### src/rtl/field_counter_consts.svh
// Constants of the hardware field and counter block: offsets, layouts, resets
`ifndef FIELD_COUNTER_CONSTS_SVH
`define FIELD_COUNTER_CONSTS_SVH

// Field and bus widths
`define FIELD_W       16
`define ADDR_W        8
`define DATA_W        32

// Register byte offsets
`define OFS_CTRL      8'h00
`define OFS_VALUE     8'h04
`define OFS_INCR_STEP 8'h08
`define OFS_DECR_STEP 8'h0C
`define OFS_INCR_SAT  8'h10
`define OFS_DECR_SAT  8'h14
`define OFS_INCR_THR  8'h18
`define OFS_DECR_THR  8'h1C
`define OFS_STATUS    8'h20

// Control register layout
`define CTRL_W        13
`define CTRL_RESET    13'h0000

// Status register layout
`define STATUS_W      10
`define STATUS_CFGERR 9

// Reset values
`define STEP_RESET    16'h0001
`define SAT_HI_RESET  16'hFFFF
`define SAT_LO_RESET  16'h0000
`define THR_HI_RESET  16'hFFFF
`define THR_LO_RESET  16'h0000
`define VALUE_RESET   16'h0000

`endif

### src/rtl/field_counter_pkg.sv
// Types shared by the hardware field and counter block
`default_nettype none

package field_counter_pkg;

  // Hardware write enable option
  typedef enum logic [1:0] {
    WE_NONE    = 2'h0,
    WE_HIGH    = 2'h1,
    WE_LOW     = 2'h2,
    WE_INVALID = 2'h3
  } we_mode_t;

  // Per-bit update option
  typedef enum logic [1:0] {
    BIT_NONE    = 2'h0,
    BIT_ENABLE  = 2'h1,
    BIT_MASK    = 2'h2,
    BIT_INVALID = 2'h3
  } bit_mode_t;

  // Control register, bit 0 at the bottom
  typedef struct packed {
    logic      clear_on_read;
    logic      decr_thr_en;
    logic      incr_thr_en;
    logic      decr_sat_en;
    logic      incr_sat_en;
    logic      decr_step_pin;
    logic      incr_step_pin;
    logic      counter;
    logic      hw_writable;
    bit_mode_t bit_mode;
    we_mode_t  we_mode;
  } ctrl_t;

  // Single-bit field outputs
  typedef struct packed {
    logic underflow;
    logic overflow;
    logic decr_sat;
    logic incr_sat;
    logic decr_thr;
    logic incr_thr;
    logic red_xor;
    logic red_or;
    logic red_and;
  } flags_t;

endpackage : field_counter_pkg

`default_nettype wire

### src/rtl/field_counter.sv
// Hardware field with counter, set/clear, per-bit update and APB access
//
// Decided for this implementation: the APB slave port and the register offsets.
`include "field_counter_consts.svh"
`default_nettype none

// Contract
// Active-high enable gates hardware updates
// Active-low enable gates hardware updates
// Both enable polarities together is invalid
// No enable loads input every cycle
// Clear-on-read returns next value, then clears
// Without enable, read returns stored value; the read mux returns next_field in every mode
// Counter with enable counts only when enabled
// AND, OR, XOR reduction outputs
// Clear gives zeros, set gives ones
// Per-bit enable: ones take new value
// Per-bit mask: ones hold; not both
// Fixed next-state stage order
// Counter steps while its input asserted
// Default step one, static fits width
// Step-width port driven by outside logic
// External step input as wide as counter
// Step event from referenced signal, chainable
// Non-saturating counter wraps modulo width
// Saturating counter stays within limits
// Default limits are maximum and zero
// Threshold flags crossing, never limits count
// Threshold and saturate flags are outputs
// Overflow and underflow on wrap
// Threshold flags use greater/less or equal
// Clear-on-read sets field to zero
// Clear wins over set
module field_counter (
  // Clock and reset
  input  wire logic                          CLK,
  input  wire logic                          RESET,
  // APB slave
  input  wire logic                          PSEL,
  input  wire logic                          PENABLE,
  input  wire logic                          PWRITE,
  input  wire logic [`ADDR_W-1:0]            PADDR,
  input  wire logic [`DATA_W-1:0]            PWDATA,
  output logic [`DATA_W-1:0]                 PRDATA,
  output logic                               PREADY,
  output logic                               PSLVERR,
  // Hardware write side
  input  wire logic [`FIELD_W-1:0]           HW_DATA,
  input  wire logic                          HW_WE,
  input  wire logic                          HW_WE_N,
  input  wire logic                          HW_SET,
  input  wire logic                          HW_CLR,
  input  wire logic [`FIELD_W-1:0]           HW_BIT_SEL,
  // Counter events and step inputs
  input  wire logic                          INCR,
  input  wire logic                          DECR,
  input  wire logic [`FIELD_W-1:0]           INCR_STEP,
  input  wire logic [`FIELD_W-1:0]           DECR_STEP,
  // Field value and flags
  output logic [`FIELD_W-1:0]                FIELD_VALUE,
  output var field_counter_pkg::flags_t      FLAGS
);

  // Field width used throughout the datapath
  localparam int W = `FIELD_W;

  // Register match on a byte address
  function automatic logic hit(
    input logic [`ADDR_W-1:0] addr,
    input logic [`ADDR_W-1:0] ofs
  );
    hit = (addr == ofs);
  endfunction : hit

  // Known address test
  function automatic logic mapped(input logic [`ADDR_W-1:0] addr);
    mapped = hit(addr, `OFS_CTRL) | hit(addr, `OFS_VALUE)
           | hit(addr, `OFS_INCR_STEP) | hit(addr, `OFS_DECR_STEP)
           | hit(addr, `OFS_INCR_SAT) | hit(addr, `OFS_DECR_SAT)
           | hit(addr, `OFS_INCR_THR) | hit(addr, `OFS_DECR_THR)
           | hit(addr, `OFS_STATUS);
  endfunction : mapped

  // Registers, bus phases and next-state stages
  field_counter_pkg::ctrl_t ctrl;
  logic [W-1:0]             field;
  logic [W-1:0]             incr_step;
  logic [W-1:0]             decr_step;
  logic [W-1:0]             sat_hi;
  logic [W-1:0]             sat_lo;
  logic [W-1:0]             thr_hi;
  logic [W-1:0]             thr_lo;
  logic                     ack;
  logic                     access;
  logic                     wr_commit;
  logic                     rd_sample;
  logic                     sw_wr_value;
  logic                     cfg_err;
  logic                     hw_ok;
  logic                     cnt_ok;
  logic [W-1:0]             stage_we;
  logic [W-1:0]             inc_amt;
  logic [W-1:0]             dec_amt;
  logic [W+1:0]             sum;
  logic                     neg;
  logic                     over;
  logic                     ovf_ev;
  logic                     unf_ev;
  logic [W-1:0]             stage_cnt;
  logic [W-1:0]             stage_hw;
  logic [W-1:0]             upd_bits;
  logic [W-1:0]             stage_bit;
  logic [W-1:0]             next_field;
  logic [W-1:0]             sw_data;
  logic [`DATA_W-1:0]       rd_word;
  logic                     cor_clr;
  logic                     hw_force;
  logic                     sat_hi_en;
  logic                     sat_lo_en;
  logic [W-1:0]             next_store;
  field_counter_pkg::flags_t next_flags;

  // APB phases: one wait state, read captured at first access edge
  assign access      = PSEL & PENABLE;
  assign wr_commit   = access & ack & PWRITE;
  assign rd_sample   = access & ~ack & ~PWRITE;
  assign sw_wr_value = wr_commit & hit(PADDR, `OFS_VALUE);
  assign sw_data     = PWDATA[W-1:0];
  assign PREADY      = ack;
  assign PSLVERR     = ack & ~mapped(PADDR);

  // Wait-state flag, high for the completing cycle only
  always_ff @(posedge CLK or posedge RESET)
  begin
    if (RESET)
      ack <= 1'b0;
    else
      ack <= access & ~ack;
  end

  // Invalid option combinations block hardware loads and counting
  assign cfg_err = (ctrl.we_mode == field_counter_pkg::WE_INVALID)
                 | (ctrl.bit_mode == field_counter_pkg::BIT_INVALID);

  // Stage 1: write enable qualification
  always_comb
  begin
    case (ctrl.we_mode)
      field_counter_pkg::WE_NONE:  hw_ok = 1'b1;
      field_counter_pkg::WE_HIGH:  hw_ok = HW_WE;
      field_counter_pkg::WE_LOW:   hw_ok = ~HW_WE_N;
      default:                     hw_ok = 1'b0;
    endcase
  end

  // Stage 1: hardware load of a plain field
  always_comb
  begin
    if (ctrl.hw_writable & ~ctrl.counter & hw_ok & ~cfg_err)
      stage_we = HW_DATA;
    else
      stage_we = field;
  end

  // Counter steps only when the write enable allows
  assign cnt_ok = ctrl.counter & hw_ok & ~cfg_err;

  // Step amounts from register or from the step ports
  always_comb
  begin
    inc_amt = '0;
    dec_amt = '0;
    if (cnt_ok & INCR)
      inc_amt = ctrl.incr_step_pin ? INCR_STEP : incr_step;
    if (cnt_ok & DECR)
      dec_amt = ctrl.decr_step_pin ? DECR_STEP : decr_step;
  end

  // Two extra bits expose wrap in either direction
  assign sum  = {2'b00, stage_we} + {2'b00, inc_amt} - {2'b00, dec_amt};
  assign neg  = sum[W+1];
  assign over = ~neg & sum[W];

  // Saturation limits a counter only, never a plain field
  assign sat_hi_en = ctrl.counter & ctrl.incr_sat_en;
  assign sat_lo_en = ctrl.counter & ctrl.decr_sat_en;

  // Stage 2: saturation or modulo wrap
  always_comb
  begin
    ovf_ev    = 1'b0;
    unf_ev    = 1'b0;
    stage_cnt = sum[W-1:0];
    if (sat_hi_en & ~neg & (sum > {2'b00, sat_hi}))
      stage_cnt = sat_hi;
    else if (sat_lo_en & (neg | (sum < {2'b00, sat_lo})))
      stage_cnt = sat_lo;
    else
    begin
      ovf_ev = over;
      unf_ev = neg;
    end
  end

  // Either force input keeps a wrap pulse from being reported
  assign hw_force = HW_CLR | HW_SET;

  // Stage 2: hardware set and clear, clear first
  always_comb
  begin
    if (HW_CLR)
      stage_hw = '0;
    else if (HW_SET)
      stage_hw = '1;
    else
      stage_hw = stage_cnt;
  end

  // Per-bit update selection
  always_comb
  begin
    case (ctrl.bit_mode)
      field_counter_pkg::BIT_NONE:   upd_bits = '1;
      field_counter_pkg::BIT_ENABLE: upd_bits = HW_BIT_SEL;
      field_counter_pkg::BIT_MASK:   upd_bits = ~HW_BIT_SEL;
      default:                       upd_bits = '0;
    endcase
  end

  // Bits not selected keep their stored value
  genvar b;
  generate
    for (b = 0; b < W; b++)
    begin : g_bit
      assign stage_bit[b] = upd_bits[b] ? stage_hw[b] : field[b];
    end
  endgenerate

  // Stage 3: software write takes the field over hardware
  assign next_field = sw_wr_value ? sw_data : stage_bit;

  // Clear-on-read of the value register overrides every other update
  assign cor_clr    = rd_sample & hit(PADDR, `OFS_VALUE) & ctrl.clear_on_read;
  assign next_store = cor_clr ? '0 : next_field;

  // Stage 4: field storage, clear-on-read to zero
  always_ff @(posedge CLK or posedge RESET)
  begin
    if (RESET)
      field <= `VALUE_RESET;
    else
      field <= next_store;
  end

  // Field value straight from its flip-flops
  assign FIELD_VALUE = field;

  // Control register
  always_ff @(posedge CLK or posedge RESET)
  begin
    if (RESET)
      ctrl <= `CTRL_RESET;
    else if (wr_commit & hit(PADDR, `OFS_CTRL))
      ctrl <= PWDATA[`CTRL_W-1:0];
  end

  // Step values, default one
  always_ff @(posedge CLK or posedge RESET)
  begin
    if (RESET)
    begin
      incr_step <= `STEP_RESET;
      decr_step <= `STEP_RESET;
    end
    else
    begin
      if (wr_commit & hit(PADDR, `OFS_INCR_STEP))
        incr_step <= sw_data;
      if (wr_commit & hit(PADDR, `OFS_DECR_STEP))
        decr_step <= sw_data;
    end
  end

  // Saturation limits, default maximum and zero
  always_ff @(posedge CLK or posedge RESET)
  begin
    if (RESET)
    begin
      sat_hi <= `SAT_HI_RESET;
      sat_lo <= `SAT_LO_RESET;
    end
    else
    begin
      if (wr_commit & hit(PADDR, `OFS_INCR_SAT))
        sat_hi <= sw_data;
      if (wr_commit & hit(PADDR, `OFS_DECR_SAT))
        sat_lo <= sw_data;
    end
  end

  // Threshold values
  always_ff @(posedge CLK or posedge RESET)
  begin
    if (RESET)
    begin
      thr_hi <= `THR_HI_RESET;
      thr_lo <= `THR_LO_RESET;
    end
    else
    begin
      if (wr_commit & hit(PADDR, `OFS_INCR_THR))
        thr_hi <= sw_data;
      if (wr_commit & hit(PADDR, `OFS_DECR_THR))
        thr_lo <= sw_data;
    end
  end

  // Flags of the value about to be stored; wrap pulses only on a real count
  always_comb
  begin
    next_flags.red_and   = &next_store;
    next_flags.red_or    = |next_store;
    next_flags.red_xor   = ^next_store;
    next_flags.incr_thr  = ctrl.incr_thr_en & (next_store >= thr_hi);
    next_flags.decr_thr  = ctrl.decr_thr_en & (next_store <= thr_lo);
    next_flags.incr_sat  = ctrl.incr_sat_en & (next_store >= sat_hi);
    next_flags.decr_sat  = ctrl.decr_sat_en & (next_store <= sat_lo);
    next_flags.overflow  = ovf_ev & ~sw_wr_value & ~hw_force & ~cor_clr;
    next_flags.underflow = unf_ev & ~sw_wr_value & ~hw_force & ~cor_clr;
  end

  // Flags registered alongside the stored field
  always_ff @(posedge CLK or posedge RESET)
  begin
    if (RESET)
      FLAGS <= '0;
    else
      FLAGS <= next_flags;
  end

  // Read mux; the field view returns the next value ahead of clear-on-read
  always_comb
  begin
    rd_word = '0;
    case (PADDR)
      `OFS_CTRL:      rd_word[`CTRL_W-1:0] = ctrl;
      `OFS_VALUE:     rd_word[W-1:0] = next_field;
      `OFS_INCR_STEP: rd_word[W-1:0] = incr_step;
      `OFS_DECR_STEP: rd_word[W-1:0] = decr_step;
      `OFS_INCR_SAT:  rd_word[W-1:0] = sat_hi;
      `OFS_DECR_SAT:  rd_word[W-1:0] = sat_lo;
      `OFS_INCR_THR:  rd_word[W-1:0] = thr_hi;
      `OFS_DECR_THR:  rd_word[W-1:0] = thr_lo;
      `OFS_STATUS:
      begin
        rd_word[`STATUS_W-2:0]  = FLAGS;
        rd_word[`STATUS_CFGERR] = cfg_err;
      end
      default:        rd_word = '0;
    endcase
  end

  // Read data held in a flop through the completing cycle
  always_ff @(posedge CLK or posedge RESET)
  begin
    if (RESET)
      PRDATA <= '0;
    else if (rd_sample)
      PRDATA <= rd_word;
  end

endmodule : field_counter

`default_nettype wire

### config.mk
export PLATFORM = sky130hd
export DESIGN_NAME = field_counter
export DESIGN_NICKNAME = d
export VERILOG_FILES = /design/src/rtl/field_counter_pkg.sv /design/src/rtl/field_counter.sv
export VERILOG_INCLUDE_DIRS = /design/src /design/src/rtl
export SDC_FILE = /design/constraint.sdc
export NUM_CORES = 1
export LEC_CHECK = 0
export BUFFER_PORTS_ARGS = -buffer_cell sky130_fd_sc_hd__clkbuf_2
export CORE_MARGIN = 4
export CORE_UTILIZATION = 28
export DETAILED_ROUTE_END_ITERATION = 7
export PLACE_DENSITY_LB_ADDON = 0.25
export SLEW_MARGIN = 20
export SYNTH_ARGS = -nofsm -noshare
export SYNTH_HDL_FRONTEND = slang
export SYNTH_SLANG_ARGS = --single-unit
### constraint.sdc
create_clock -name CLK -period 27.1 [get_ports CLK]
set_clock_uncertainty 0.2 [all_clocks]
set_input_delay 8.13 -clock CLK [delete_from_list [all_inputs] [get_ports CLK]]
set_output_delay 8.13 -clock CLK [all_outputs]
set_load 0.05 [all_outputs]
* Yosys cells after proc, flatten, opt, wreduce, memory -nomap -nowiden *
Index checks and enable logic that the tools add are counted.

cells by class
  add/subtract/negate cells = 2
  magnitude comparators = 6
  equal/unequal tests = 14
  multiplexer cells = 36
  bitwise operators = 61
  reductions and logical operators = 6

operators with widths
  operator              count
  $mux W16              11
  $pmux W10 S9          1
  $pmux W16 S3          1
  $and A1 B1 Y1         39
  $eq A8 B5 Y1 const B  4
  $ge A16 B16 Y1        2
  $le A16 B16 Y1        2
  $pmux W3 S8           1
  $pmux W3 S7           1
  $mux W1               20
  $gt A18 B16 Y1        1
  $lt A18 B16 Y1        1
  $sub A17 B16 Y18      1
  $add A16 B16 Y17      1
  $eq A8 B4 Y1 const B  2
  $not A16 Y16          1
  $reduce_and A16 Y1    1
  $reduce_or A16 Y1     1
  $reduce_xor A16 Y1    1
  $or A1 B1 Y1          11
  $not A1 Y1            10
  $eq A2 B2 Y1 const B  4
  $eq A8 B3 Y1 const B  1
  $eq A8 B6 Y1 const B  1
  other kinds (4)       6

word-level totals
  bits in registers = 151
  input bits = 115
  output and inout port bits = 59
  word-level logic and storage cells = 154

* Depth between registers and ports, before layout *
Gate-level depths: netlist of the first run.

  depth in word-level cells = 20
  gate-level depth with buffers = 42
  depth with buffers taken out = 39

* Least setup slack after synthesis of the first run *
Ideal clock, no wire load.

  path kind = input to output
  from = in PADDR[1]
  to = out PSLVERR
  arrival = 9,220 ps
  required time = 18,770 ps
  path slack = 9,550 ps
  cell stages on the path = 3
  path buffers = 0
  cells stage by stage = or4_1 -> a21o_1 -> and2_1

on the way
  word-level cells in the longest chain between the ends = 11
  elaborated cells between the ends (all ways) = 19
  those cells by class = eq/ne (8); bitwise (10); reduce/logical (1)

ends and longest elaborated chain
  what                                              line                  RTL
  start, declared                                   field_counter.sv:42   input wire logic [`ADDR_W-1:0] PADDR,
  $eq A8 B3 Y1 or $logic_not A8 Y1 (tied branches)  field_counter.sv:72   hit = (addr == ofs);
  $or A1 B1 Y1 (7 in a row)                         field_counter.sv:77   mapped = hit(addr, `OFS_CTRL) | hit(addr, `OFS_VALUE)
  $or A1 B1 Y1 (*)                                  field_counter.sv:77
  $not A1 Y1 (*)                                    field_counter.sv:130  assign PSLVERR = ack & ~mapped(PADDR);
  $and A1 B1 Y1 (*)                                 field_counter.sv:130
  end, declared                                     field_counter.sv:46   output logic PSLVERR,

Mark *: on every way between the ends. The rest lies on a longest branch, timed or not.

* Final worst setup path of the first run *
  from = in PADDR[2]
  to = out PSLVERR

Same word-level chain as after synthesis.

==> impl_results.md, run 1 <==
* Inserted Clock Buffers at 17
* Final hold slack at 0.334 ns
* Setup CP Type: in2out
* Cell Rows at 76
* CTS tree: built
* Via Count at 10600
* I/O pin count at 174
* Max_cap viols at 0
* Tcrit/Tclk final at 0.667
* Post-Syn Area at 12300 µm²
* Fmax at 55.3 MHz
* CP arrival at 9.75 ns
* GP Congestion at 0.896
* Setup WS pre-CTS at 9.01 ns
* Hold Violations, Final at 0
* Setup Fix Bufs, Post-CTS at 0
* Peak supply drop at 45.1 µV
* Leak Pwr at 6.58 nW
* Syn Area/Cell at 9.38 µm²
* RSZ-0062 raised after global routing: false
* Slew Limit Fails at 0
* Clock Latency Late Sink at 0.45 ns
* Crit path cell chain: clkbuf_2, or3_1, a21o_1, and2_1, clkbuf_2
* Final period demand of the worst path at 18.08 ns
* Most common cell after layout, fill and taps aside: clkbuf_2
* Critical Path End Type: output port
* DP Area at 13600 µm²
* Initial core utilization at 0.284
* Commonest cells after routing, fill and taps aside: clkbuf_2, mux2_2, ha_1
* Clock sinks at 151
* Final WL at 48.1 mm
* Number of synthesized flops with an enable pin at 0
* Chip width at 217 µm
* Via count of the first global-routing pass at 10600
* Post-synthesis cell count at 1308
* Max incr delay on CP at 0.55 ns
* Syn. warnings at 0
* Layout Utilization at 0.329
* FF+latch count, synth at 151
* 1st-pass router iterations at 7
* Fillers at 4508
* Worst-margin pin slew at 1.08 ns
* Pin count of the biggest net entering global routing at 93
* Die area at 47300 µm²
* Crit-path max FO at 32
* DRC violation total after the first TritonRoute iteration at 658
* Layout area overhead at 15.7%
* Detail Placement HPWL at 38.3 mm
* Reg clk slew, reported paths at 0.06 ns
* Slew margin rel. at 0.275
* Top FF cell, synth: dfrtp_1
* Global-route usage over all layers at 0.201
* Worst setup SP type: input pin
* Register area share after synthesis at 0.311
* Residual DRC count at 0
* Critical path's most frequent cell: clkbuf_2
* Final Worst Setup Slack at 9.02 ns
* Drt wl/cell at 23.8 µm
* Hold Path Class: reg2reg
* Port buffer count at 141
* Worst path required time at 18.77 ns
* Post-CTS Resized at 0
* Nets at 1677
* Root buffer cell: clkbuf_16
* Routed vias/inst at 5.25
* Yosys cell types at 76
* Grt total ovfl at 0
* Crit-path slowest cell: or3_1
* Share of cells above drive strength 1 at 0.257
* Asr flop ratio synth at 1.00
* Global-route wire length before repair at 70.0 mm
* Total Neg Setup Slack at 0 ns
* Max Root-Sink Buffers at 2
* Hold-fix buffers, CTS at 0
* Initial antenna violation count at 2
* Fin area at 14200 µm²
* Routed Antenna Nets at 0
* H-tree lvl count at 4
* Setup violators final at 0
* Status: finished, final reports clean
* Die Span Y at 217 µm
* Placeable core area at 43200 µm²
* Power per cell area at 98.5 nW/µm²
## cells by family (layout without fill, tap and decap cells)
family,Yosys count,in the layout,synth area share
adder cells (fa/ha/maj),140,140,0.152
other,1,17,0.000305
flip-flops,151,151,0.311
multiplexers,184,184,0.165
XOR/XNOR,20,20,0.0143
AND/OR/NAND/NOR,325,325,0.128
buffers and inverters,183,297,0.0618
AO/OA/AOI/OAI,304,304,0.167
## flip-flops by register name (all words and copies together) (netlist names)
signal,count
ctrl,13
thr_lo,16
sat_hi,16
incr_step,16
sat_lo,16
PRDATA,16
decr_step,16
FLAGS,9
FIELD_VALUE,16
thr_hi,16
PREADY,1
## area by class of cell
type	instances	area [µm²]	area share
inverters	109	414	0.0292
repair buffers	156	818	0.0576
clock buffers	19	433	0.0305
flip-flops and latches	151	3820	0.269
diodes	1	2.50	0.000176
clock inverters	13	203	0.0143
well taps	585	732	0.0515
multi-input cells	989	7780	0.548
## where the power goes
part	internal [W]	total, W	switching, W
logic	0.000333	0.000876	0.000543
clock network	0.000163	0.000264	0.000102
registers	0.000240	0.000259	0.0000181
total	0.000736	0.00140	0.000663
## final timing paths
kind / from / end / slack (ns) / cells past startpoint
max: PADDR[2] / PSLVERR / 9.02 / 5
min: PRDATA[15]$_DFFE_PP0P_ / PRDATA[15]$_DFFE_PP0P_ / 0.33 / 2
max reg2reg: ctrl[1]$_DFFE_PP0P_ / FLAGS[6]$_DFF_PP0_ / 16.95 / 34
min reg2reg: PRDATA[15]$_DFFE_PP0P_ / PRDATA[15]$_DFFE_PP0P_ / 0.33 / 2
max in group asynchronous: RESET / FIELD_VALUE[11]$_DFF_PP0_ / 17.69 / 3
min in group asynchronous: RESET / ctrl[0]$_DFFE_PP0P_ / 7.66 / 2
## worst max-delay path, delay by kind of cell
kind	cells	cell delay (ns)
simple gates	2	0.72
buf+inv	2	0.64
compound gates	1	0.24
## cell usage after synthesis (15+ instances only)
master | count | share of area
mux2_2 | 126 | 0.12
ha_1 | 122 | 0.12
dfrtp_1 | 117 | 0.24
nand2_1 | 113 | 0.035
inv_1 | 108 | 0.033
o21ai_0 | 75 | 0.031
nor2_1 | 69 | 0.021
a21oi_1 | 67 | 0.027
mux2i_1 | 56 | 0.046
clkbuf_1 | 48 | 0.015
dfstp_2 | 34 | 0.073
a22oi_1 | 24 | 0.015
a21o_1 | 23 | 0.014
nand2b_1 | 20 | 0.010
nand3_1 | 20 | 0.0082
a211oi_1 | 19 | 0.012
buf_4 | 17 | 0.010
nand4_1 | 17 | 0.0087
fa_1 | 16 | 0.026
nor2b_1 | 15 | 0.0076
## metrics by stage
step,instances,power (W)
finish,2023,0.00140
global route,2022,0.00151
CTS,2022,0.00140
detailed placement,1990,0.00113
global placement,1990,0.00111
floorplan,1323,0.000880
## routing by layer
layer | GRT usage | up-vias | routed length (µm)
met3 | 0.0341 | 60 | 2570
li1 | - | 4931 | -
met4 | 0.0583 | 4 | 1230
met1 | 0.265 | 5316 | 21100
met2 | 0.339 | 310 | 23100
met5 | 0 | - | 34
Power figures use the tool's default switching activity.
==> run 2: changes to the inputs <==
clock period = 16.6 ns   (was 27.1 ns; I/O delays follow)
==> impl_results.md, run 2 (synthesized netlist as in run 1, its figures left out) <==
* Tcrit/Tclk final at 0.856
* H-tree lvl count at 4 (unchanged)
* Share of cells above drive strength 1 at 0.257 (unchanged)
* Peak supply drop at 87.6 µV (+94%)
* Inserted Clock Buffers at 17 (unchanged)
* Post-CTS Resized at 0 (unchanged)
* Global-route wire length before repair at 69.5 mm (-0.61%)
* Clock sinks at 151 (unchanged)
* Setup CP Type: in2reg
* Worst r2r src: ctrl[3]$_DFFE_PP0P_
* Slew margin rel. at 0.320 (+0.0443)
* DRC violation total after the first TritonRoute iteration at 823 (+25%)
* Final hold slack at 0.327 ns (-0.00720 ns)
* Max_cap viols at 0 (unchanged)
* CTS tree: built
* I/O pin count at 174 (unchanged)
* Pin count of the biggest net entering global routing at 92 (-1.1%)
* Most common cell after layout, fill and taps aside: clkbuf_2
* Placeable core area at 43200 µm² (unchanged)
* Via Count at 10600 (-0.56%)
* Crit-path max FO at 16 (-50%)
* Clock Latency Late Sink at 0.45 ns (about the same)
* Hold Path Class: reg2reg
* Final WL at 48.0 mm (-0.11%)
* CP Capture Point: FLAGS[5]$_DFF_PP0_
* Crit-path slowest cell: nand3_1
* R2r setup slk at 6.34 ns (-10.61 ns)
* CP delay by family, top: simple AND/OR/NAND/NOR gates
* Worst-margin pin slew at 1.02 ns (-0.0606 ns)
* Initial core utilization at 0.284 (unchanged)
* CP arrival at 14.35 ns (+4.60 ns)
* Initial antenna violation count at 3 (+1)
* Residual DRC count at 0 (unchanged)
* RSZ-0062 raised after global routing: false
* Power per cell area at 160 nW/µm² (+62%)
* Die area at 47300 µm² (unchanged)
* Final period demand of the worst path at 14.21 ns
* Global-route usage over all layers at 0.199 (-0.00132)
* Hold Violations, Final at 0 (unchanged)
* Die Span Y at 217 µm (unchanged)
* # diodes at 0 (-1)
* Slew Limit Fails at 0 (unchanged)
* Via count of the first global-routing pass at 10600 (-0.84%)
* Hold-fix buffers, CTS at 0 (unchanged)
* Fillers at 4567 (+1.3%)
* Critical Path Stages at 37 (+32)
* Status: finished, final reports clean
* Setup WS pre-CTS at 1.98 ns (-7.02 ns)
* Routed Antenna Nets at 0 (unchanged)
* Cell Rows at 76 (unchanged)
* Total Neg Setup Slack at 0 ns (unchanged)
* Root buffer cell: clkbuf_16
* Critical Path End Type: flop
* Setup Fix Bufs, Post-CTS at 0 (unchanged)
* Max Root-Sink Buffers at 2 (unchanged)
* FF-to-FF End: FLAGS[5]$_DFF_PP0_
* Crit path from: HW_WE_N
* Final Worst Setup Slack at 2.39 ns (-6.62 ns)
* Worst setup SP type: input pin
* CP Buf/Inv Count at 2 (unchanged)
* Leak Pwr at 6.56 nW (-0.28%)
* Nets at 1677 (unchanged)
* Drt wl/cell at 23.7 µm (about the same)
* Critical path's most frequent cell: a21oi_1
* GP Congestion at 0.917 (+2.3%)
* Grt total ovfl at 0 (unchanged)
* Commonest cells after routing, fill and taps aside: clkbuf_2, mux2_2, ha_1
* Reg clk slew, reported paths at 0.07 ns (about the same)
* Worst path required time at 16.74 ns (-2.03 ns)
* FF-to-FF path depth at 34 (unchanged)
* Routed vias/inst at 5.22 (-0.51%)
* Fmax at 70.4 MHz
* Port buffer count at 141 (unchanged)
* Layout area overhead at 15.5%
* Detail Placement HPWL at 38.2 mm (-0.27%)
* 1st-pass router iterations at 5 (-2)
* Setup violators final at 0 (unchanged)
* Chip width at 217 µm (unchanged)
* Max incr delay on CP at 0.77 ns (+0.22 ns)
-- run 2: cell types whose count changed in the layout (fill, tap and decap cells not counted), sizes merged --
cell,delta
clkinvlp,+1
bufinv,-2
clkinv,-1
inv,+2
diode,-1
-- run 2: per-stage QoR --
| step | cell area, µm² | std cells | power (W) | util |
|---|---|---|---|---|
| final | 14200 | 2022 | 0.00227 | 0.328 |
| after global routing | 14200 | 2022 | 0.00244 | 0.328 |
| after CTS | 14200 | 2022 | 0.00227 | 0.328 |
| after detailed placement | 13600 | 1990 | 0.00184 | 0.314 |
| after global placement | 13600 | 1990 | 0.00181 | 0.314 |
| after floorplan | 12300 | 1323 | 0.00144 | - |
-- run 2: how the worst min path moves through the flow --
stage                              startpoint                   endpoint  slack, ns  cells after the start
finish                 PRDATA[15]$_DFFE_PP0P_     PRDATA[15]$_DFFE_PP0P_       0.33                      2
global route           PRDATA[15]$_DFFE_PP0P_     PRDATA[15]$_DFFE_PP0P_       0.36                      2
CTS                    PRDATA[15]$_DFFE_PP0P_     PRDATA[15]$_DFFE_PP0P_       0.32                      2
detailed placement     PRDATA[15]$_DFFE_PP0P_     PRDATA[15]$_DFFE_PP0P_       0.31                      2
global placement       PRDATA[15]$_DFFE_PP0P_     PRDATA[15]$_DFFE_PP0P_       0.31                      2
floorplan           incr_step[15]$_DFFE_PP0P_  incr_step[15]$_DFFE_PP0P_       0.30                      1
-- run 2: area by class of cell --
class	count	area, µm²	share of cell area
repair buffers	156	818	0.0577
multi-input cells	989	7770	0.549
inverters	109	414	0.0292
clock inverters	13	170	0.0120
well taps	585	732	0.0516
clock buffers	19	443	0.0313
flip-flops and latches	151	3820	0.270
-- run 2: worst register-to-register path: cells and delay by family, from the launching register on --
family / cells / cell delay (ns)
flip-flops: 1 / 0.69
AND/OR/NAND/NOR: 15 / 4.29
adder cells (fa/ha/maj): 4 / 1.52
AO/OA/AOI/OAI: 14 / 3.23
buffers and inverters: 1 / 0.21
-- run 2: where the power goes --
group          internal, W  switching, W  total (W)
clock             0.000242      0.000174   0.000416
combinational     0.000547      0.000882    0.00143
sequential        0.000392     0.0000295   0.000422
total              0.00118       0.00108    0.00227
-- run 2: layer usage --
| layer | track usage | vias up | routed length, µm | share of wire |
|---|---|---|---|---|
| li1 | - | 4938 | - | - |
| met2 | 0.342 | 287 | 23300 | 0.49 |
| met4 | 0.0441 | 6 | 811 | 0.017 |
| met3 | 0.0278 | 51 | 2160 | 0.045 |
| met1 | 0.268 | 5280 | 21700 | 0.45 |
| met5 | 0 | - | 34 | 0.00071 |
